--- src/rtl/strap_decode_pkg.sv ---
// Purpose: Shared types and constants for the control mode strap decoder
// Assumes: Each strap reaches the logic as two threshold comparator bits
// Notes:   Latency from strap pins to decoded outputs is two clock edges
package strap_decode_pkg;

	// ------------------------------------------------------------------
	// Strap levels
	// ------------------------------------------------------------------
	typedef enum logic [1:0] {
		STRAP_LOW   = 2'b00,
		STRAP_FLOAT = 2'b01,
		STRAP_HIGH  = 2'b11
	} strap_level_t;

	// Comparator pair from one pad: above the low and above the high threshold
	typedef struct packed {
		logic aboveHigh;
		logic aboveLow;
	} strap_sense_t;

	// The four strap pads
	typedef struct packed {
		strap_sense_t modeSel;
		strap_sense_t swingSel;
		strap_sense_t edgeSel;
		strap_sense_t calSel;
	} strap_pins_t;

	// Resolved levels, one per pad
	typedef struct packed {
		strap_level_t modeSel;
		strap_level_t swingSel;
		strap_level_t edgeSel;
		strap_level_t calSel;
	} strap_levels_t;

	// Settings applied to the datapath in pin-controlled mode
	typedef struct packed {
		logic rangeLarge;
		logic swingLarge;
		logic output_launch_edge_select;
		logic ddrClock;
		logic calibration_wait_select;
		logic dualEdgeSample;
	} pin_settings_t;

	// ------------------------------------------------------------------
	// Reset values and timing
	// ------------------------------------------------------------------
	localparam strap_levels_t LEVELS_RESET   = '{STRAP_LOW, STRAP_LOW, STRAP_LOW, STRAP_LOW};
	localparam pin_settings_t SETTINGS_RESET = 6'h00;
	localparam logic          SELECT_N_RESET = 1'b1;
	localparam int            DECODE_LATENCY = 2;

endpackage : strap_decode_pkg

--- src/rtl/control_mode_strap_decoder.sv ---
// Purpose: Resolve three-level straps into pin-controlled settings or a serial link
// Assumes: Strap comparator bits are synchronous to mclk
// Notes:   A comparator pair reading high-only is treated as floating
//
// Operation
// - Mode strap high or low gives pin-controlled mode, serial link idle.
// - Mode strap floating gives serial control; shared pins become the serial link.
// - In pin mode, mode strap low picks small range, high picks large range.
// - Swing strap must be high or low; low small swing, high large swing.
// - Edge strap low launches data on negative edge, high on positive edge.
// - Edge strap floating gives double-rate output clock; edge choice ignored.
// - Calibration strap low picks short wait, high picks long wait.
// - Calibration strap floating uses short wait and enables dual-edge sampling.
// - Serial mode: swing pin is clock, edge pin data, calibration pin select.
`timescale 1ns/1ps
module control_mode_strap_decoder (
	input  wire logic                          mclk,
	input  wire logic                          rst_n,
	input  wire strap_decode_pkg::strap_pins_t strapPins,
	output logic                               serialMode,
	output strap_decode_pkg::pin_settings_t    settings,
	output logic                               swingStrapFault,
	output logic                               serialLinkClock,
	output logic                               serial_link_data,
	output logic                               serial_link_select_n
);
	import strap_decode_pkg::*;

	// ------------------------------------------------------------------
	// Level resolution
	// ------------------------------------------------------------------
	function automatic strap_level_t resolveLevel(input strap_sense_t s);
		case ({s.aboveHigh, s.aboveLow})
			2'b00:   resolveLevel = STRAP_LOW;
			2'b11:   resolveLevel = STRAP_HIGH;
			default: resolveLevel = STRAP_FLOAT;
		endcase
	endfunction : resolveLevel

	strap_levels_t levels_reg;
	pin_settings_t settings_next;
	logic          serialMode_next;

	// First stage holds resolved levels; a pad in transit is not filtered and reaches the datapath an edge later
	always_ff @(posedge mclk) begin
		if (!rst_n) begin
			levels_reg <= LEVELS_RESET;
		end else begin
			levels_reg.modeSel  <= resolveLevel(strapPins.modeSel);
			levels_reg.swingSel <= resolveLevel(strapPins.swingSel);
			levels_reg.edgeSel  <= resolveLevel(strapPins.edgeSel);
			levels_reg.calSel   <= resolveLevel(strapPins.calSel);
		end
	end

	// ------------------------------------------------------------------
	// Setting decode
	// ------------------------------------------------------------------
	always_comb begin
		serialMode_next = (levels_reg.modeSel == STRAP_FLOAT);
		settings_next   = SETTINGS_RESET;
		if (!serialMode_next) begin
			settings_next.rangeLarge = (levels_reg.modeSel == STRAP_HIGH);
			settings_next.swingLarge = (levels_reg.swingSel == STRAP_HIGH);
			if (levels_reg.edgeSel == STRAP_FLOAT) begin
				settings_next.ddrClock = 1'b1;
			end else begin
				settings_next.output_launch_edge_select = (levels_reg.edgeSel == STRAP_HIGH);
			end
			if (levels_reg.calSel == STRAP_FLOAT) begin
				settings_next.dualEdgeSample = 1'b1;
			end else begin
				settings_next.calibration_wait_select = (levels_reg.calSel == STRAP_HIGH);
			end
		end
	end

	always_ff @(posedge mclk) begin
		if (!rst_n) begin
			serialMode <= 1'b0;
			settings   <= SETTINGS_RESET;
		end else begin
			serialMode <= serialMode_next;
			settings   <= settings_next;
		end
	end

	// Floating swing strap has no defined meaning; flag it, small swing is used
	always_ff @(posedge mclk) begin
		if (!rst_n) begin
			swingStrapFault <= 1'b0;
		end else begin
			swingStrapFault <= !serialMode_next && (levels_reg.swingSel == STRAP_FLOAT);
		end
	end

	// ------------------------------------------------------------------
	// Serial link pins
	// ------------------------------------------------------------------
	// Outside serial mode the link is parked idle with select inactive
	always_ff @(posedge mclk) begin
		if (!rst_n) begin
			serialLinkClock      <= 1'b0;
			serial_link_data     <= 1'b0;
			serial_link_select_n <= SELECT_N_RESET;
		end else if (serialMode_next) begin
			serialLinkClock      <= (levels_reg.swingSel == STRAP_HIGH);
			serial_link_data     <= (levels_reg.edgeSel == STRAP_HIGH);
			serial_link_select_n <= (levels_reg.calSel == STRAP_HIGH);
		end else begin
			serialLinkClock      <= 1'b0;
			serial_link_data     <= 1'b0;
			serial_link_select_n <= SELECT_N_RESET;
		end
	end
endmodule : control_mode_strap_decoder

--- config.mk ---
export PLATFORM = sky130hd
export DESIGN_NAME = control_mode_strap_decoder
export DESIGN_NICKNAME = d
export VERILOG_FILES = /design/src/rtl/strap_decode_pkg.sv /design/src/rtl/control_mode_strap_decoder.sv
export SDC_FILE = /design/constraint.sdc
export NUM_CORES = 1
export LEC_CHECK = 0
export BUFFER_PORTS_ARGS = -buffer_cell sky130_fd_sc_hd__buf_2
export CAP_MARGIN = 20
export CORE_UTILIZATION = 25
export DETAILED_ROUTE_END_ITERATION = 8
export MAX_ROUTING_LAYER = met4
export SETUP_SLACK_MARGIN = 0.5
export SYNTH_ARGS = -nofsm -noshare
export SYNTH_HDL_FRONTEND = slang
export SYNTH_SLANG_ARGS = --single-unit
export TNS_END_PERCENT = 20
--- constraint.sdc ---
create_clock -name mclk -period 1.1 [get_ports mclk]
set_input_delay 0.055 -clock mclk [delete_from_list [all_inputs] [get_ports mclk]]
set_output_delay 0.055 -clock mclk [all_outputs]
set_load 0.1 [all_outputs]
==> summary.md, run 1 <==
| Metric | Value |
|---|---|
| Setup crit start kind | `register` |
| Post-DRT Antenna Nets | `0` |
| Routed wire length | `958 µm` |
| Endpoints failing setup | `0` |
| WL per Instance | `roughly 10 µm` |
| Post-synth top cells | `dfxtp_1 (19), and3_2 (4), nor2_1 (4), o21a_1 (4), and4b_1 (3)` |
| Slew @ Worst Pin | `0.264 ns` |
| Initial DRC Count | `1` |
| Largest net degree at the start of global routing | `18` |
| Number of antenna violations at the first check in global routing | `0` |
| Diode count | `0` |
| Crit path buffers/inverters | `1` |
| EDFF count, synth | `0` |
| CP delay by family, top | `flip-flops` |
| RD Place Congestion | `0.714` |
| Num CTS Buffers | `3` |
| Die width | `49.6 µm` |
| Max Clk Rate | `1120 MHz` |
| Dominant cells by area after synthesis | `dfxtp_1 (67%), and4b_1 (5.3%), and3_2 (5.3%)` |
| CP max stage cell | `dfxtp_4` |
| Failing checks | `negative hold slack` |
| Vias in the first global route | `347` |
| Core box area | `between 0.002 and 0.0025 mm²` |
| Routed wl met3 | `around 50 µm` |
| Max clock buf depth | `2` |
| Clock-pin slew on the worst setup and hold paths | `0.11 ns` |
| Sw Ratio | `0.268` |
| Total power divided by cell area | `about 1400 mW/mm²` |
| Crit-path cells | `buf_12` |
| Met1 WL | `between 400 and 500 µm` |
| Die height | `a little under 50 µm` |
| Sequential power share | `0.575` |
| FILL cells | `190` |
| Layout Utilization | `0.447` |
| Total power | `0.00127 W` |
| Die area | `approximately 0.0025 mm²` |
| Setup crit end kind | `output pin` |
| #FFs+latches synth | `19` |
| Internal cell power | `around 0.00093 W` |
| Post-Syn Area | `567 µm²` |
| Main synth FF type | `dfxtp_1` |
| CP Data Arrival Time | `about 0.83 ns` |
| Post-Syn Instances | `44` |
| Relative max-transition margin | `0.824` |
| Hold WC Path Type | `in -> reg` |
| Post-synthesis async set-or-reset flop share | `0` |
| Io pins | `21` |
| DR vias | `373` |
| Residual DRC | `0` |
| Syn Area/Cell | `about 13 µm²` |
| Share of cells above drive strength 1 | `0.672` |
| Maximum vdd drop | `~520 µV` |
| Final Slew Violations | `0` |
| Combinational Power Share | `0.153` |
| CTS tree | `yes` |
| Final period util | `0.809` |
| Post-synth top area share | `0.671` |
| RSZ-0062 raised after global routing | `true` |
| # placed instances | `90` |
| Final HPWL DP | `553 µm` |
| Leak pwr | `0.384 nW` |
| WL met2 | `467 µm` |
| Synth Net Count | `54` |
| Sw power | `between 0.0003 and 0.0004 W` |
| Post-Layout Cell Count | `94` |
| Synth-to-Final Area Change | `60.9%` |
| Run status | `finished with violations` |
| Synth area leader | `dfxtp_1` |
| Sequential fraction of the synthesis area | `0.671` |
| Setup TNS | `0 ns` |
| First-pass GRT wire length | `1700 µm` |
| Worst stage delay on the critical path | `0.37 ns` |
| Most frequent cell after synthesis | `dfxtp_1` |
| FP Rows | `16` |
| Vias per cell | `between 3 and 4` |
| Crit path max fanout | `1` |
| Clock skew | `0.0103 ns` |
| Period minus WS final | `between 0.8 and 0.9 ns` |
| Initial Util | `0.278` |
| Sink Count | `19` |
| CTS root buf | `clkbuf_4` |
| Total global-route track usage | `0.100` |
| DR top layer | `met3` |
| Yosys Warn Count | `0` |
| TritonRoute pass-1 iters | `4` |
| Worst-Skew Late Latency | `0.29 ns` |
| Final Hold Vio Count | `4` |
| Max H-tree Level | `1` |
| WHS | `-0.0416 ns` |
| Total grt overflow | `0` |
| Clk network pwr share | `0.273` |
| IO Port Bufs | `20` |
| Crit path required time | `around 1.0 ns` |
| WS Path Type | `reg -> out` |
| Yosys cell types | `14` |
| Layout Nets | `around 80` |
| Max_cap viols | `0` |
| Max reg flops | `8` |
-- placed cells by master, fill, tap and decap left out, drive strengths merged --
master / count
nand3: 3
nor2: 4
and4b: 3
and2b: 1
nand2: 1
o21a: 4
buf: 20
nand2b: 1
and2: 1
dfxtp: 19
nor3b: 1
and3: 5
clkbuf: 4
-- final timing paths --
kind / from / endpoint / slack (ns) / cells after the start
worst min-delay path: strapPins[3] / levels_reg[2] / -0.04 / 2
worst max-delay path: serialMode / serialMode / 0.21 / 1
worst max register to register: levels_reg[7] / serialMode / 0.31 / 2
worst min register to register: levels_reg[4] / settings[4] / 0.45 / 2
-- cell type report --
cell class | count | area (µm²) | area share
Multi-Input combinational cell | 24 | 183 | 0.200
Timing Repair Buffer | 20 | 265 | 0.291
Tap cell | 27 | 33.8 | 0.0370
Sequential cell | 19 | 404 | 0.443
Clock buffer | 4 | 26.3 | 0.0288
-- power by group through the flow --
| stage | sequential (W) | combinational, W | clock [W] |
|---|---|---|---|
| 6_report | 0.000732 | 0.000194 | 0.000347 |
| 5_1_grt | 0.000735 | 0.000205 | 0.000405 |
| 4_1_cts | 0.000731 | 0.000194 | 0.000344 |
| 3_5_place_dp | 0.000740 | 0.000158 | 0 |
| 3_3_place_gp | 0.000740 | 0.000157 | 0 |
| 2_1_floorplan | 0.000825 | 0.0000404 | 0 |
-- routing by layer --
metal	global-route usage	vias to the layer above
li1	-	199
met3	0.0463	0
met2	0.144	16
met1	0.113	158
met5	-	-
met4	0.0571	0
-- metrics by stage --
step / worst slack (ns) / hold slack, ns / area, µm²
after CTS: 0.220 / -0.0407 / 912
after floorplan: 0.368 / 0.165 / 598
after global routing: 0.162 / -0.0433 / 912
after global placement: 0.327 / 0.263 / 721
final: 0.210 / -0.0416 / 912
after detailed placement: 0.321 / 0.263 / 721
-- cell families after synthesis --
family          count (synthesis)  synth area share
simple gates                   20             0.256
flops                          19             0.671
compound gates                  4            0.0530
buf+inv                         1            0.0199
-- what timing repair did --
item	CTS	global route
gates resized for setup	44	0
setup buffers	0	0
endpoints found under the setup margin	22	22
hold endpoints to repair	5	7
(Power assumes the default switching activity.)
==> run 2: changes to the inputs <==
Clock period 1.1 ns to 0.8 ns, I/O delays scaled along.
==> run 2 against run 1 <==
- the flow finishes with violations (negative hold slack, negative setup slack)
- power rose by 35%
- first-iteration DRC count rose to 4.0 times the previous value
- hold slack barely moved
- design area rose by 3.4%
- largest power group unchanged
- count of clock-buffer cells in the layout did not move
- die area did not move
- flip-flop and latch count did not move
- largest cell class unchanged
- setup slack got worse by 0.26 ns
- core utilization rose by 1.5 points
- sequential share of layout area fell by 0.41 points
- combinational power rose by 41%
==> summary.md, run 2 (synthesis results as in run 1) <==
| Metric | Value |
|---|---|
| Die width | `49.6 µm (unchanged)` |
| Crit-path cells | `buf_12 (unchanged)` |
| CTS root buf | `clkbuf_4 (unchanged)` |
| WS Path Type | `reg -> out (unchanged)` |
| Total power divided by cell area | `1820 mW/mm² (was 1400 mW/mm²)` |
| Failing checks | `negative hold slack, negative setup slack (was negative hold slack)` |
| Clock-pin slew on the worst setup and hold paths | `0.09 ns (was 0.11 ns)` |
| DR vias | `381 (was 373)` |
| IO Port Bufs | `20 (unchanged)` |
| Critical Path Source | `settings[1] (was serialMode)` |
| Largest net degree at the start of global routing | `18 (unchanged)` |
| Worst-Skew Late Latency | `0.29 ns (about the same)` |
| R2R depth | `2 (unchanged)` |
| Max Clk Rate | `1170 MHz` |
| Slew @ Worst Pin | `0.173 ns (was 0.264 ns)` |
| # placed instances | `90 (unchanged)` |
| Max clock buf depth | `2 (unchanged)` |
| CP Depth | `1 (unchanged)` |
| Worst stage delay on the critical path | `0.36 ns (was 0.37 ns)` |
| Min-delay src | `strapPins[4] (was strapPins[3])` |
| RD Place Congestion | `0.666 (was 0.714)` |
| Run status | `finished with violations (unchanged)` |
| Io pins | `21 (unchanged)` |
| Worst setup path end | `settings[1] (was serialMode)` |
| Routed wl met3 | `33 µm (was 50 µm)` |
| Number of antenna violations at the first check in global routing | `0 (unchanged)` |
| TritonRoute pass-1 iters | `4 (unchanged)` |
| Sink Count | `19 (unchanged)` |
| Diode count | `0 (unchanged)` |
| DR top layer | `met4 (was met3)` |
| Reg2reg start | `levels_reg[6] (was levels_reg[7])` |
| Endpoints failing setup | `11 (was 0)` |
| Period minus WS final | `about 0.85 ns` |
| First-pass GRT wire length | `1430 µm (was 1700 µm)` |
| Vias in the first global route | `339 (was 347)` |
| Total grt overflow | `0 (unchanged)` |
| Final setup margin | `-0.0543 ns (was 0.210 ns)` |
| Final Hold Vio Count | `5 (was 4)` |
| DP Area | `891 µm² (was 721 µm²)` |
| CP Data Arrival Time | `0.81 ns (was 0.83 ns)` |
| Commonest non-fill, non-tap cell in the layout | `buf_12 (unchanged)` |
| WHS | `-0.0416 ns (about the same)` |
| Max_cap viols | `0 (unchanged)` |
| Post-DRT Antenna Nets | `0 (unchanged)` |
| Total power | `0.00172 W (was 0.00127 W)` |
| WL per Instance | `9.01 µm (was 10.2 µm)` |
| Relative max-transition margin | `0.885 (was 0.824)` |
| Setup crit end kind | `output pin (unchanged)` |
| Post-Layout Cell Count | `94 (unchanged)` |
| Worst R2R Setup Slack | `0.03 ns (was 0.31 ns)` |
| Max H-tree Level | `1 (unchanged)` |
| Initial Util | `0.278 (unchanged)` |
| Postcts setup bufs | `0 (unchanged)` |
| Setup TNS | `-0.509 ns (was 0 ns)` |
| Final period util | `1.07` |
| CTS tree | `yes (unchanged)` |
| Residual DRC | `0 (unchanged)` |
| Leak pwr | `0.384 nW (about the same)` |
| Core box area | `0.00204 mm² (unchanged)` |
| Layout Nets | `78 (unchanged)` |
| Hold WC Path Type | `in -> reg (unchanged)` |
| Synth-to-Final Area Change | `66.4% (was 60.9%)` |
| Final HPWL DP | `679 µm (was 553 µm)` |
| Num CTS Buffers | `3 (unchanged)` |
| Vias per cell | `4.05 (was 3.97)` |
| Crit path buffers/inverters | `1 (unchanged)` |
| Maximum vdd drop | `697 µV (was 524 µV)` |
| Setup crit start kind | `register (unchanged)` |
| CP delay by family, top | `flip-flops (unchanged)` |
| Die height | `49.6 µm (unchanged)` |
| Initial DRC Count | `4 (was 1)` |
| CP max stage cell | `dfxtp_4 (unchanged)` |
| Clock skew | `0.00544 ns (was 0.0103 ns)` |
| Final Slew Violations | `0 (unchanged)` |
| Pre-CTS WS | `0.0271 ns (was 0.321 ns)` |
| WL met2 | `431 µm (was 467 µm)` |
| Finished Cell Area | `943 µm² (was 912 µm²)` |
| Max reg flops | `8 (unchanged)` |
| Most frequent cells in the layout | `buf_12 (11), dfxtp_2 (9), buf_2 (8), dfxtp_4 (6) (was buf_12 (11), dfxtp_2 (10), buf_2 (9), dfxtp_1 (6))` |
| Crit path max fanout | `1 (unchanged)` |
| Met1 WL | `352 µm (was 440 µm)` |
| FP Rows | `16 (unchanged)` |
| Share of cells above drive strength 1 | `0.746 (was 0.672)` |
| FILL cells | `198 (was 190)` |
| Routed wire length | `847 µm (was 958 µm)` |
| Crit path required time | `0.76 ns (was 1.04 ns)` |
| FF-to-FF End | `serialMode (unchanged)` |
| RSZ-0062 raised after global routing | `true (unchanged)` |
| Total global-route track usage | `0.0832 (was 0.100)` |
| Die area | `0.00246 mm² (unchanged)` |
run 2: cell count changes in the layout (fill, tap and decap cells not counted), sizes merged:
cell    previous run  this run
clkbuf             4         5
buf               20        19
run 2: worst min-delay path by stage:
stage                               end  slack, ns  cells past startpoint
final                     levels_reg[4]      -0.04                      2
after global routing      levels_reg[4]      -0.05                      2
after CTS                 levels_reg[4]      -0.05                      2
after detailed placement  levels_reg[4]       0.25                      2
after global placement    levels_reg[0]       0.25                      2
after floorplan           levels_reg[6]       0.15                      1
run 2: per-stage QoR:
step	hold slack, ns	utilization
6_report	-0.0416	0.462
5_1_grt	-0.0518	0.462
4_1_cts	-0.0520	0.453
3_5_place_dp	0.254	0.436
3_3_place_gp	0.249	0.436
2_1_floorplan	0.150	-
run 2: layout make-up:
| type | count | area [µm²] | share of cell area |
|---|---|---|---|
| multi-input cells | 24 | 201 | 0.214 |
| clock buffers | 4 | 26.3 | 0.0279 |
| repair buffers | 20 | 268 | 0.284 |
| flip-flops and latches | 19 | 414 | 0.439 |
| well taps | 27 | 33.8 | 0.0358 |
run 2: where the power goes:
| group | internal [W] | switching (W) | total, W |
|---|---|---|---|
| clock network | 0.000194 | 0.000254 | 0.000448 |
| logic | 0.000111 | 0.000163 | 0.000274 |
| registers | 0.000974 | 0.0000259 | 0.00100 |
| total | 0.00128 | 0.000442 | 0.00172 |
run 2: repair_timing:
action,in CTS,in global routing
resized for setup,2,7
setup endpoints to repair,22,24
pin swaps,8,3
endpoints found under the hold margin,6,5
run 2: per-layer routing:
| layer | GRT usage | vias up |
|---|---|---|
| met1 | 0.0821 | 166 |
| met4 | 0.114 | 0 |
| li1 | - | 195 |
| met5 | - | - |
| met3 | 0 | 4 |
| met2 | 0.131 | 16 |
